$ cat config.mk
export PLATFORM = sky130hd
export DESIGN_NAME = vass_scheduler
export DESIGN_NICKNAME = d
export VERILOG_FILES = /design/src/vass_corrector.v /design/src/vass_scheduler.v
export VERILOG_INCLUDE_DIRS = /design/src
export SDC_FILE = /design/constraint.sdc
export NUM_CORES = 2
export LEC_CHECK = 0
export BUFFER_PORTS_ARGS = -buffer_cell sky130_fd_sc_hd__buf_2
export CAP_MARGIN = 20
export CORE_MARGIN = 10
export CORE_UTILIZATION = 60
export CTS_BUF_LIST = sky130_fd_sc_hd__clkbuf_16
export DETAILED_ROUTE_END_ITERATION = 12
export GPL_TIMING_DRIVEN = 0
export PLACE_DENSITY = 0.76
export SKIP_LAST_GASP = 1
export SLEW_MARGIN = 25
export SYNTH_ARGS = -nofsm -noshare
export SYNTH_HDL_FRONTEND = slang
export SYNTH_SLANG_ARGS = --single-unit
$ cat constraint.sdc
create_clock -name sys_clk_in -period 11 [get_ports sys_clk_in]
set_input_delay 0.55 -clock sys_clk_in [delete_from_list [all_inputs] [get_ports sys_clk_in]]
set_output_delay 0.55 -clock sys_clk_in [all_outputs]
set_load 0.005 [all_outputs]
$ cat src/vass_consts.vh
// Constants for the voltage ADC slot scheduler
`ifndef VASS_CONSTS_VH
`define VASS_CONSTS_VH

// Clock rate and slot times
`define VASS_CLK_MHZ        125
`define VASS_SLOT_US        3000
`define VASS_FAST_SLOT_US   1500

// Loop structure
`define VASS_NUM_CELLS      16
`define VASS_BASE_SLOTS     5'h12
`define VASS_MAX_AUX_SLOTS  2'h3
`define VASS_NUM_AUX        9
`define VASS_ROT_LAST       2'h2

// Source codes on the converter multiplexer
`define VASS_SRC_TOP_CELL   5'h10
`define VASS_SRC_PACK       5'h11
`define VASS_SRC_LOAD       5'h12
`define VASS_SRC_INT_TEMP   5'h13
`define VASS_SRC_REG_RAIL   5'h14
`define VASS_SRC_GROUND     5'h15
`define VASS_SRC_AUX0       5'h16
`define VASS_SRC_LAST       5'h1E
`define VASS_NUM_SRC        31

// Slot positions inside a loop
`define VASS_SLOT_PIN       5'h10
`define VASS_SLOT_INT       5'h11

// Cell clip level, five times the first internal reference in raw counts
`define VASS_CELL_CLIP_CODE 24'h60_0000

// Fixed-point shift of the gain trim (Q0.16)
`define VASS_GAIN_SHIFT     16

`endif

$ cat src/vass_corrector.v
// Trim, calibration and clip stage for one converter result
`timescale 1ns/1ps
`include "vass_consts.vh"

module vass_corrector
(
    input  wire        sys_clk_in,    // System clock
    input  wire        rst_n_in,      // Synchronous reset, active low
    input  wire        valid_in,      // Raw result present, one-cycle pulse
    input  wire [23:0] raw_in,        // Raw signed converter code
    input  wire        is_cell_in,    // Result belongs to a cell slot
    input  wire [15:0] gain_in,       // Gain trim, unsigned Q0.16
    input  wire [15:0] offset_in,     // Offset trim in mV, signed
    output reg         valid_out,     // Corrected result present
    output reg  [23:0] raw_out,       // Raw code after clipping
    output reg  [15:0] mv_out         // Corrected value in mV
);

    // Signed views of the inputs
    wire signed [23:0] raw_s    = raw_in;
    wire signed [23:0] clip_s   = `VASS_CELL_CLIP_CODE;
    wire signed [15:0] offset_s = offset_in;

    // Cell codes never exceed the clip level
    wire signed [23:0] code_s = (is_cell_in && (raw_s > clip_s)) ? clip_s : raw_s;

    // Gain applied as a 41-bit product; top bit is never needed after scaling
    wire signed [40:0] prod_s   = code_s * $signed({1'b0, gain_in});
    wire signed [23:0] scaled_s = prod_s[39:16];
    wire signed [24:0] sum_s    = scaled_s + offset_s;

    // Saturate into the 16-bit signed millivolt field
    reg [15:0] mv_sat;

    // Saturation keeps a wild code from wrapping to the opposite sign
    always @*
    begin
        if (sum_s > 25'sd32767)
            mv_sat = 16'h7FFF;
        else if (sum_s < -25'sd32768)
            mv_sat = 16'h8000;
        else
            mv_sat = sum_s[15:0];
    end

    // Registered result, one cycle after the raw code
    always @(posedge sys_clk_in)
    begin
        if (!rst_n_in)
        begin
            valid_out <= 1'b0;
            raw_out   <= 24'h00_0000;
            mv_out    <= 16'h0000;
        end
        else
        begin
            valid_out <= valid_in;
            if (valid_in)
            begin
                raw_out <= code_s;
                mv_out  <= mv_sat;
            end
        end
    end

endmodule // vass_corrector

$ cat src/vass_scheduler.v
// Slot sequencer and result store for the multiplexed voltage converter
// Function
// - One converter muxed over all voltage sources
// - Cell n measured between inputs n+1, n
// - Cells corrected, published as 16-bit millivolts
// - Raw 24-bit code kept, read as 32-bit
// - Cell codes clip at five reference volts
// - Sixteen cells, pin, internal, then aux slots
// - Shared slots rotate; full set every three loops
// - Slots per loop: 18 plus up to three
// - Slot lasts 3 ms, or 1.5 ms fast
// - Slower loop appends idle slots after measurements
// - Every cell input published in both forms
`timescale 1ns/1ps
`include "vass_consts.vh"

module vass_scheduler
#(
    parameter SLOT_CYC      = `VASS_SLOT_US * `VASS_CLK_MHZ,      // Normal slot length
    parameter FAST_SLOT_CYC = `VASS_FAST_SLOT_US * `VASS_CLK_MHZ  // Fast slot length
)
(
    input  wire        sys_clk_in,        // System clock, 125 MHz
    input  wire        rst_n_in,          // Synchronous reset, active low
    input  wire        meas_enable_in,    // Run the measurement loop
    input  wire        fast_conv_in,      // Select the short slot
    input  wire [7:0]  idle_slots_in,     // Idle slots appended per loop
    input  wire [8:0]  aux_enable_in,     // Enabled thermistor or general inputs
    input  wire [15:0] gain_in,           // Gain trim, Q0.16
    input  wire [15:0] offset_in,         // Offset trim in mV
    input  wire        conv_done_in,      // Converter result ready, pulse
    input  wire [23:0] conv_data_in,      // Converter raw code
    input  wire [4:0]  rd_src_in,         // Source picked for readout
    output reg         conv_start_out,    // Start a conversion, pulse
    output reg  [4:0]  mux_src_out,       // Source on the multiplexer
    output reg  [4:0]  cell_pos_idx_out,  // Upper cell_sense_input of the pair
    output reg  [4:0]  cell_neg_idx_out,  // Lower cell_sense_input of the pair
    output reg  [15:0] rd_mv_out,         // Published mV of picked source
    output reg  [31:0] rd_raw_out,        // Published raw of picked source
    output reg         result_valid_out,  // A result was stored, pulse
    output reg  [4:0]  result_src_out,    // Source of the stored result
    output reg  [4:0]  slot_idx_out,      // Slot index within the loop
    output reg         idle_slot_out,     // Current slot is idle
    output reg         set_done_out       // Full measurement set complete, pulse
);

    // Run states
    localparam ST_OFF = 1'b0;
    localparam ST_RUN = 1'b1;

    reg        state_r;         // Run state
    reg [18:0] tmr_r;           // Cycles into the current slot
    reg [8:0]  slot_r;          // Slot index, idle slots included
    reg [4:0]  meas_slots_r;    // Measurement slots this loop
    reg [8:0]  total_slots_r;   // All slots this loop
    reg        fast_r;          // Slot length latched per loop
    reg [1:0]  rot_r;           // Rotation of the shared slots
    reg [3:0]  aux_ptr_r;       // Round-robin search start
    reg        wide_aux_r;      // More aux inputs than aux slots
    reg        pending_r;       // Waiting for the converter
    reg [4:0]  wr_src_r;        // Source of the result in flight

    // Published results, flip-flop storage indexed by source
    reg [15:0] mv_mem  [0:`VASS_NUM_SRC-1];
    reg [23:0] raw_mem [0:`VASS_NUM_SRC-1];

    integer i;

    // Count of enabled aux inputs
    function [3:0] pop9;
        input [8:0] m;
        integer k;
        begin
            pop9 = 4'h0;
            for (k = 0; k < `VASS_NUM_AUX; k = k + 1)
                pop9 = pop9 + {3'b000, m[k]};
        end
    endfunction

    // First enabled aux input at or after start, wrapping
    function [3:0] next_aux;
        input [8:0] m;
        input [3:0] start;
        integer k;
        reg     found;
        reg [4:0] idx;
        begin
            found    = 1'b0;
            next_aux = start;
            for (k = 0; k < `VASS_NUM_AUX; k = k + 1)
            begin
                idx = {1'b0, start} + k[4:0];
                if (idx >= `VASS_NUM_AUX)
                    idx = idx - 5'h09;
                if (!found && m[idx[3:0]])
                begin
                    found    = 1'b1;
                    next_aux = idx[3:0];
                end
            end
        end
    endfunction

    // Loop configuration derived from the live inputs
    wire [3:0] aux_cnt   = pop9(aux_enable_in);
    wire       aux_wide  = (aux_cnt > {2'b00, `VASS_MAX_AUX_SLOTS});
    wire [1:0] aux_slots = aux_wide ? `VASS_MAX_AUX_SLOTS : aux_cnt[1:0];
    wire [4:0] meas_nxt  = `VASS_BASE_SLOTS + {3'b000, aux_slots};
    wire [8:0] total_nxt = {4'h0, meas_nxt} + {1'b0, idle_slots_in};

    // Slot end at the latched length
    wire [18:0] slot_len = fast_r ? FAST_SLOT_CYC[18:0] : SLOT_CYC[18:0];
    wire        slot_end = (tmr_r == slot_len - 19'd1);
    wire        last_slot = (slot_r == total_slots_r - 9'd1);

    // Aux input chosen for the current aux slot
    wire [3:0] aux_pick = next_aux(aux_enable_in, aux_ptr_r);
    wire [3:0] aux_nxt  = (aux_pick == 4'd8) ? 4'd0 : aux_pick + 4'd1;

    // Source of the current slot, fixed order within the loop
    reg [4:0] slot_src;

    // Cells first, then pin, internal, aux
    always @*
    begin
        if (slot_r < `VASS_NUM_CELLS)
            slot_src = slot_r[4:0];
        else if (slot_r == {4'h0, `VASS_SLOT_PIN})
            slot_src = `VASS_SRC_TOP_CELL + {3'b000, rot_r};
        else if (slot_r == {4'h0, `VASS_SLOT_INT})
            slot_src = `VASS_SRC_INT_TEMP + {3'b000, rot_r};
        else
            slot_src = `VASS_SRC_AUX0 + {1'b0, aux_pick};
    end

    wire meas_slot = (slot_r < {4'h0, meas_slots_r});
    wire slot_go   = (state_r == ST_RUN) && (tmr_r == 19'd0) && meas_slot;

    // Corrected result from the trim stage
    wire        corr_valid;
    wire [23:0] corr_raw;
    wire [15:0] corr_mv;

    // Correction and clip stage
    vass_corrector vass_corrector_inst
    (
        .sys_clk_in (sys_clk_in),
        .rst_n_in   (rst_n_in),
        .valid_in   (conv_done_in && pending_r),
        .raw_in     (conv_data_in),
        .is_cell_in (wr_src_r < `VASS_NUM_CELLS),
        .gain_in    (gain_in),
        .offset_in  (offset_in),
        .valid_out  (corr_valid),
        .raw_out    (corr_raw),
        .mv_out     (corr_mv)
    );

    // Sequencer: slot timer, slot index, rotation and aux pointer
    always @(posedge sys_clk_in)
    begin
        if (!rst_n_in)
        begin
            state_r        <= ST_OFF;
            tmr_r          <= 19'd0;
            slot_r         <= 9'd0;
            meas_slots_r   <= `VASS_BASE_SLOTS;
            total_slots_r  <= {4'h0, `VASS_BASE_SLOTS};
            fast_r         <= 1'b0;
            rot_r          <= 2'd0;
            aux_ptr_r      <= 4'd0;
            wide_aux_r     <= 1'b0;
            set_done_out   <= 1'b0;
        end
        else
        begin
            set_done_out <= 1'b0;
            case (state_r)
                ST_OFF:
                begin
                    // Latch configuration for the first loop
                    if (meas_enable_in)
                    begin
                        state_r       <= ST_RUN;
                        tmr_r         <= 19'd0;
                        slot_r        <= 9'd0;
                        meas_slots_r  <= meas_nxt;
                        total_slots_r <= total_nxt;
                        fast_r        <= fast_conv_in;
                        wide_aux_r    <= aux_wide;
                        rot_r         <= 2'd0;
                        aux_ptr_r     <= 4'd0;
                    end
                end
                ST_RUN:
                begin
                    // Advance the aux pointer as each aux slot begins
                    if (slot_go && (slot_r > {4'h0, `VASS_SLOT_INT}))
                        aux_ptr_r <= aux_nxt;
                    if (!slot_end)
                        tmr_r <= tmr_r + 19'd1;
                    else if (!last_slot)
                    begin
                        tmr_r  <= 19'd0;
                        slot_r <= slot_r + 9'd1;
                    end
                    else
                    begin
                        // Loop boundary: stop, or repeat with fresh settings
                        tmr_r  <= 19'd0;
                        slot_r <= 9'd0;
                        if (!meas_enable_in)
                            state_r <= ST_OFF;
                        meas_slots_r  <= meas_nxt;
                        total_slots_r <= total_nxt;
                        fast_r        <= fast_conv_in;
                        wide_aux_r    <= aux_wide;
                        // Few aux inputs are all measured every loop
                        if (!aux_wide)
                            aux_ptr_r <= 4'd0;
                        // Third loop closes a full set
                        if (rot_r == `VASS_ROT_LAST)
                        begin
                            rot_r        <= 2'd0;
                            set_done_out <= 1'b1;
                        end
                        else
                            rot_r <= rot_r + 2'd1;
                    end
                end
                default:
                    state_r <= ST_OFF;
            endcase
        end
    end

    // Converter control: start pulse and multiplexer selection
    always @(posedge sys_clk_in)
    begin
        if (!rst_n_in)
        begin
            conv_start_out   <= 1'b0;
            mux_src_out      <= 5'h00;
            cell_pos_idx_out <= 5'h00;
            cell_neg_idx_out <= 5'h00;
            pending_r        <= 1'b0;
            wr_src_r         <= 5'h00;
            slot_idx_out     <= 5'h00;
            idle_slot_out    <= 1'b0;
        end
        else
        begin
            conv_start_out <= slot_go;
            slot_idx_out   <= meas_slot ? slot_r[4:0] : 5'h1F;
            idle_slot_out  <= (state_r == ST_RUN) && !meas_slot;
            if (slot_go)
            begin
                mux_src_out <= slot_src;
                wr_src_r    <= slot_src;
                pending_r   <= 1'b1;
                // Cell n sits between input n+1 and input n
                if (slot_src < `VASS_NUM_CELLS)
                begin
                    cell_pos_idx_out <= slot_src + 5'h01;
                    cell_neg_idx_out <= slot_src;
                end
                else
                begin
                    cell_pos_idx_out <= 5'h00;
                    cell_neg_idx_out <= 5'h00;
                end
            end
            else if (conv_done_in)
                pending_r <= 1'b0;
        end
    end

    // Result store: newest value replaces the old one
    always @(posedge sys_clk_in)
    begin
        if (!rst_n_in)
        begin
            for (i = 0; i < `VASS_NUM_SRC; i = i + 1)
            begin
                mv_mem[i]  <= 16'h0000;
                raw_mem[i] <= 24'h00_0000;
            end
            result_valid_out <= 1'b0;
            result_src_out   <= 5'h00;
        end
        else
        begin
            result_valid_out <= corr_valid;
            if (corr_valid)
            begin
                mv_mem[wr_src_r]  <= corr_mv;
                raw_mem[wr_src_r] <= corr_raw;
                result_src_out    <= wr_src_r;
            end
        end
    end

    // Readout, raw sign-extended to 32 bits
    always @(posedge sys_clk_in)
    begin
        if (!rst_n_in)
        begin
            rd_mv_out  <= 16'h0000;
            rd_raw_out <= 32'h0000_0000;
        end
        else if (rd_src_in > `VASS_SRC_LAST)
        begin
            // Unused code reads as zero
            rd_mv_out  <= 16'h0000;
            rd_raw_out <= 32'h0000_0000;
        end
        else
        begin
            rd_mv_out  <= mv_mem[rd_src_in];
            rd_raw_out <= {{8{raw_mem[rd_src_in][23]}}, raw_mem[rd_src_in]};
        end
    end

endmodule // vass_scheduler

* Yosys cells after proc, flatten, opt, wreduce, memory -nomap -nowiden
Memories as Yosys holds them, arrays and structs flattened. A register that Yosys moved wholly into a read port is not among the register bits.
Index checks and enable logic that the tools add are counted.
** Storage, ports and cells
- Memories :: 2
- Memory bits (writable) :: 1240
- Bits in registers :: 121
- Logic and storage cells :: 235
- Input bits :: 83
- Output and inout bits :: 77
** Memory list
- raw_mem :: words 31, width 24, read ports 1, clocked after memory_dff 1, wr ports 31, line vass_scheduler.v:65 : reg [23:0] raw_mem [0:`VASS_NUM_SRC-1];
- mv_mem :: words 31, width 16, read ports 1, clocked after memory_dff 1, wr ports 31, line vass_scheduler.v:64 : reg [15:0] mv_mem [0:`VASS_NUM_SRC-1];
** Cells by class
- $add $sub $neg :: 38
- Reductions and logical operators :: 31
- Multipliers :: 1
- Bitwise operators :: 2
- Magnitude comparators :: 28
- Muxes and demuxes :: 103
- Eq/ne operators :: 9
** Operator list (number)
- 2-to-1 mux 4 bit :: 24
- 2-to-1 mux 19 bit :: 3
- 2-to-1 mux 5 bit :: 11
- 2-to-1 mux 9 bit :: 6
- 2-to-1 mux 16 bit :: 3
- 2-to-1 mux 24 bit :: 2
- less-than comparator 4 x 5 -> 1 bit (second input constant) :: 9
- greater-or-equal comparator 5 x 4 -> 1 bit (second input constant) :: 8
- multiplier 24 x 17 -> 40 bit :: 1
- case mux 19 bit (2 select lines) :: 1
- binary-select mux 1 bit (select 4 bit) :: 9
- case mux 9 bit (2 select lines) :: 2
- subtractor 4 bit (second input constant) :: 9
- 2-to-1 mux 1 bit :: 32
- adder 24 x 16 -> 25 bit :: 1
- > comparator 25 x 16 -> 1 bit (second input constant) :: 1
- less-than comparator 25 x 16 -> 1 bit (second input constant) :: 1
- > comparator 24 bit (second input constant) :: 1
- OR reduction 24 bit :: 1
- adder 4 x 1 -> 4 bit :: 5
- adder 4 x 3 -> 5 bit (second input constant) :: 4
- adder 19 x 1 -> 19 bit (second input constant) :: 1
- equality test 19 bit :: 1
- logical NOT 19 bit :: 1
- 42 further kinds :: 75

* Longest topological paths before layout
- Depth in word-level cells :: 36
- Gate-level depth with buffers :: 45
- Depth with buffers taken out :: 41

* Cells and area by module
From an unflattened synthesis, not the netlist that was laid out.
** Unflattened totals
- Cells, all modules :: 6813
- Area, all modules :: 83393.7 um2
** By module, submodules not included
- vass_scheduler :: seq. area each 40779.1 um2, times used 1, area an instance 66895.4 um2, cells each 4947
- vass_corrector :: seq. area each 820.8 um2, times used 1, area an instance 16498.3 um2, cells each 1866

* Worst setup path before layout
Ideal clock, no wire load.
- Path kind :: in2reg
- Start point :: input conv_data_in[10]
- End point :: register vass_corrector_inst.mv_out[1]
- Path slack :: 855 ps
- Required time :: 10930 ps
- Buffers on the path :: 5
- Cell stages on the path :: 39
- Data arrival time :: 10074 ps
- Library setup time :: 70 ps
- Cells stage by stage :: nor4_1 nand4_1 o21ai_0 buf_1 clkbuf_1 clkbuf_1 and3_1 fa_1 inv_1 fa_1 fa_1 inv_1 fa_1 fa_1 inv_1 fa_1 inv_1 ha_1 (+3 left out) o31a_1 o31ai_1 o21ai_0 a21oi_1 xnor2_1 ha_1 clkbuf_1 and2_1 a31oi_1 o21ai_0 a221o_1 a31oi_1 o21ai_0 xnor2_1 o31ai_1 clkbuf_1 nand3_1 a21oi_1
** On the way
- Longest elaborated chain between the ends :: 8
- Elaborated cells between the ends (all ways) :: 9
- Those cells by class :: 1 x add/sub; 1 x mul; 3 x order compare; 3 x mux; 1 x reduce/logical
** Ends and longest elaborated chain
- start, declared :: line vass_scheduler.v:32 : input wire [23:0] conv_data_in,
- > comparator 24 bit :: line vass_corrector.v:25 : wire signed [23:0] code_s = (is_cell_in && (raw_s > clip_s)) ? clip_s : raw_s;
- logical AND 1 bit :: line vass_corrector.v:25
- 2-to-1 mux 24 bit (*) :: line vass_corrector.v:25
- multiplier 24 x 17 -> 40 bit (*) :: line vass_corrector.v:28 : wire signed [40:0] prod_s = code_s * $signed({1'b0, gain_in});
- adder 24 x 16 -> 25 bit (*) :: line vass_corrector.v:30 : wire signed [24:0] sum_s = scaled_s + offset_s;
- less-than comparator 25 x 16 -> 1 bit :: line vass_corrector.v:40 : else if (sum_s < -25'sd32768)
- 2-to-1 mux 16 bit :: line vass_corrector.v:40
- 2-to-1 mux 16 bit (*) :: line vass_corrector.v:38 : if (sum_s > 25'sd32767)
- end signal, assigned :: line vass_corrector.v:61 : mv_out <= mv_sat;
- end, declared :: line vass_corrector.v:16 : output reg [15:0] mv_out
Every way passes the cells marked *; elsewhere a longest branch is shown, timed or not.
A chain may end at the register's enable or synchronous reset.

* Final worst setup path
- Start point :: input conv_data_in[5]
- End point :: register vass_corrector_inst.mv_out[5]
Same word-level chain as after synthesis.

==> metrics.md <==
| Metric | Value |
|---|---|
| Critical Path AT | `11.33 ns` |
| Fin crit share | `0.970` |
| Worst R2R End | `vass_corrector_inst.mv_out[5]$_SDFFE_PN0P_` |
| Wire per inst | `29.5 um` |
| CTS HTree Levels | `4` |
| Synth top area share | `0.464` |
| Drt drc | `1` |
| Mapped Area | `82800 um^2` |
| Count of cell types in the netlist | `roughly 100` |
| Clk root buf | `clkbuf_16` |
| Failing checks | `DRC` |
| Final Util | `0.677` |
| Crit-path max FO | `11` |
| Minimum clock period | `about 11 ns` |
| Slew @ Worst Pin | `between 1 and 1.5 ns` |
| Worst vdd ir | `~0.0013 V` |
| ANT nets after route | `0` |
| Mean Syn Cell Area | `approximately 12 um^2` |
| Detailed placement HPWL | `~200 mm` |
| Starting Density | `0.603` |
| R2R cell count | `38` |
| Async set-reset flop share out of synthesis | `0` |
| PD cells | `between 300 and 400 nW/um^2` |
| Synth warn | `0` |
| Overall Global Routing Usage | `0.350` |
| Hold crit path type | `primary input to flip-flop` |
| Placed Cells incl. Taps | `approximately 8800` |
| Final hold vios | `0` |
| Startpoint types | `primary input` |
| Crit Path Class | `primary input to flip-flop` |
| Worst r2r src | `wr_src_r[4]$_SDFFE_PN0P_` |
| Ports | `160` |
| Layout cells sized above 1 | `0.123` |
| Min-delay src | `idle_slots_in[7]` |
| Critical Path Most Common Cell | `fa_1` |
| Post-synth EDFFs | `between 1000 and 1500` |
| Number of clock sinks | `1438` |
| R2r setup slk | `0.33 ns` |
| Final nets | `~8000` |
| Syn_nets | `~7400` |
| FILL cells | `between 9000 and 10000` |
| Hold path cells | `3` |
| First-pass GRT wire length | `389 mm` |
| Clock buffer depth | `3` |
| Port Buf Inserts | `between 150 and 200` |
| Setup TNS | `0 ns` |
| Detailed Routing Iterations Pass 1 | `12` |
| Synthesized flop and latch total | `around 1400` |
| Placed instance area | `between 80000 and 90000 um^2` |
| CTS clk-pin slew, worst paths | `0.06 ns` |
| Commonest non-fill, non-tap cells in the layout | `and2_1, edfxtp_1, inv_1, nand2_1, clkbuf_1` |
| TritonCTS clock tree | `done` |
| Leakage | `37.0 nW` |
| Final Slew Violations | `0` |
| Final instance area | `between 90000 and 100000 um^2` |
| Most common cell after layout, fill and taps aside | `and2_1` |
| Vias per Instance | `between 6 and 7` |
| Worst Path Required | `~12 ns` |
| Worst-Skew Late Latency | `between 0.8 and 0.9 ns` |
| Outcome | `finished with violations` |
| Routed vias | `58200` |
| Final cell count without fillers | `slightly above 9000` |
| Gr ovfl total | `0` |
| FP Rows | `about 140` |
| Core box area | `approximately 140000 um^2` |
| Sequential share of the synthesized area | `0.503` |
| Initial antenna violation count | `10` |
| WHS Endpoint | `total_slots_r[7]$_SDFFE_PN0P_` |
| Achievable frequency | `roughly 94 MHz` |
| Multi-input gate area | `roughly 38000 um^2` |
| GP Congestion | `1.01` |
| Slowest Stage Delay on Critical Path | `0.56 ns` |
| Top cell type by total area after synthesis | `edfxtp_1` |
| Worst Setup End Kind | `flip-flop` |
| Vias in the first global route | `approximately 60000` |
| First DRT Iteration DRCs | `just under 8000` |
| Synth Flop Type | `edfxtp_1` |
| Slew headroom | `0.184` |
| Crit-path slowest cell | `fa_1` |
| Setup violators final | `0` |
| Layout Skew | `a little over 0.05 ns` |
| Die W | `a little under 400 um` |
| Die H | `391 um` |
| Largest cells by area after synthesis | `edfxtp_1, and2_1, fa_1` |
| Die area | `153000 um^2` |
| MaxCap Viol Count | `0` |
| Num CTS Buffers | `~150` |
| Flip-flop and latch area | `about 42000 um^2` |
| Syn-to-layout area delta | `12.3%` |
| Final WL | `roughly 270 mm` |
| Mapped Cells | `a little under 7000` |
| Largest net degree at the start of global routing | `22` |
[timing repair]
| action | 4_1_cts | 5_1_grt |
|---|---|---|
| setup endpoints to repair | 15 | 15 |
| pin swaps | 3 | 7 |
| setup buffers | 2 | 5 |
| gates resized for setup | 25 | 26 |
| hold buffers | 3 | 0 |
| hold endpoints to repair | 3 | 0 |
[critical path, delay by kind of cell]
family | cells | cell delay (ns)
AO/OA/AOI/OAI | 15 | 4.15
adder cells (fa/ha/maj) | 8 | 3.28
AND/OR/NAND/NOR | 8 | 1.79
buffers and inverters | 7 | 1.17
XOR/XNOR | 2 | 0.36
[registers in the layout, summed over array words and instances, names as in the netlist, 2 cells and up]
register / flops
total_slots_r: 9
vass_corrector_inst.mv_out: 16
cell_pos_idx_out: 5
tmr_r: 19
mv_mem: 512
result_src_out: 5
aux_ptr_r: 4
slot_r: 9
raw_mem: 768
meas_slots_r: 3
rd_raw_out: 24
cell_neg_idx_out: 4
vass_corrector_inst.raw_out: 24
slot_idx_out: 5
wr_src_r: 5
rd_mv_out: 16
rot_r: 2
[worst max-delay path by stage]
stage	startpoint	end	slack, ns	depth (start not counted)
after global routing	wr_src_r[4]$_SDFFE_PN0P_	vass_corrector_inst.mv_out[5]$_SDFFE_PN0P_	-0.02	39
after CTS	wr_src_r[4]$_SDFFE_PN0P_	vass_corrector_inst.mv_out[5]$_SDFFE_PN0P_	0.02	37
final	conv_data_in[5]	vass_corrector_inst.mv_out[5]$_SDFFE_PN0P_	0.33	40
after global placement	conv_data_in[5]	vass_corrector_inst.mv_out[5]$_SDFFE_PN0P_	-1.89	38
after detailed placement	conv_data_in[5]	vass_corrector_inst.mv_out[5]$_SDFFE_PN0P_	-1.80	38
after floorplan	conv_data_in[10]	vass_corrector_inst.mv_out[1]$_SDFFE_PN0P_	0.86	39
[per-stage QoR]
| stage | hold WS, ns | power [mW] | setup WS, ns |
|---|---|---|---|
| 2_1_floorplan | 0.426 | 18.9 | 0.855 |
| 5_1_grt | 0.0717 | 32.5 | -0.0188 |
| 4_1_cts | 0.0193 | 28.8 | 0.0230 |
| 3_5_place_dp | 0.465 | 23.5 | -1.80 |
| 6_report | 0.0606 | 30.5 | 0.327 |
| 3_3_place_gp | 0.438 | 22.9 | -1.89 |
[cell usage after synthesis, types with 23 or more instances]
master        n
a21oi_1     166
o21ai_0     150
a2111oi_0    30
fa_1        377
and3_1      164
nor2b_1      23
inv_1       480
o221ai_1     37
dfxtp_1     158
and2_1     1302
edfxtp_1   1280
ha_1        166
xor2_1       26
nor2_1      232
a211oi_1     56
mux4_2      257
buf_1        51
clkbuf_1    473
mux2i_1     263
nor3_1       74
nand2_1     440
nand3_1      55
xnor2_1      66
o22ai_1      58
[kinds of logic after synthesis]
family | Yosys count | share of synthesized area
flops | 1438 | 0.503
compound gates | 716 | 0.0585
simple gates | 2414 | 0.161
xor+xnor | 93 | 0.00993
mux | 527 | 0.103
fa+ha+maj | 543 | 0.116
buf+inv | 1045 | 0.0486
other cells | 1 | 0.0000453
[per-layer routing]
metal / track usage / up-vias / wire [um] / part of all wire
li1: - / 24500 / - / -
met1: 0.432 / 28900 / 93800 / 0.35
met2: 0.540 / 3863 / 121000 / 0.45
met3: 0.101 / 944 / 31700 / 0.12
met4: 0.224 / 4 / 21200 / 0.079
met5: 0 / - / 32 / 0.00012
[layout make-up]
cell class | instances | area share
well taps | 1794 | 0.0242
flip-flops and latches | 1438 | 0.448
repair buffers | 236 | 0.0295
inverters | 484 | 0.0196
plain buffers | 556 | 0.0244
clock buffers | 153 | 0.0412
clock inverters | 120 | 0.00804
diodes | 8 | 0.000215
multi-input cells | 4294 | 0.405
[power breakdown]
| group | total, mW | internal, mW | switching [mW] |
|---|---|---|---|
| logic | 19.4 | 7.89 | 11.5 |
| registers | 6.26 | 6.13 | 0.132 |
| clock network | 4.85 | 2.67 | 2.18 |
| total | 30.5 | 16.7 | 13.8 |
No activity file was read; power rests on OpenSTA's default activity.
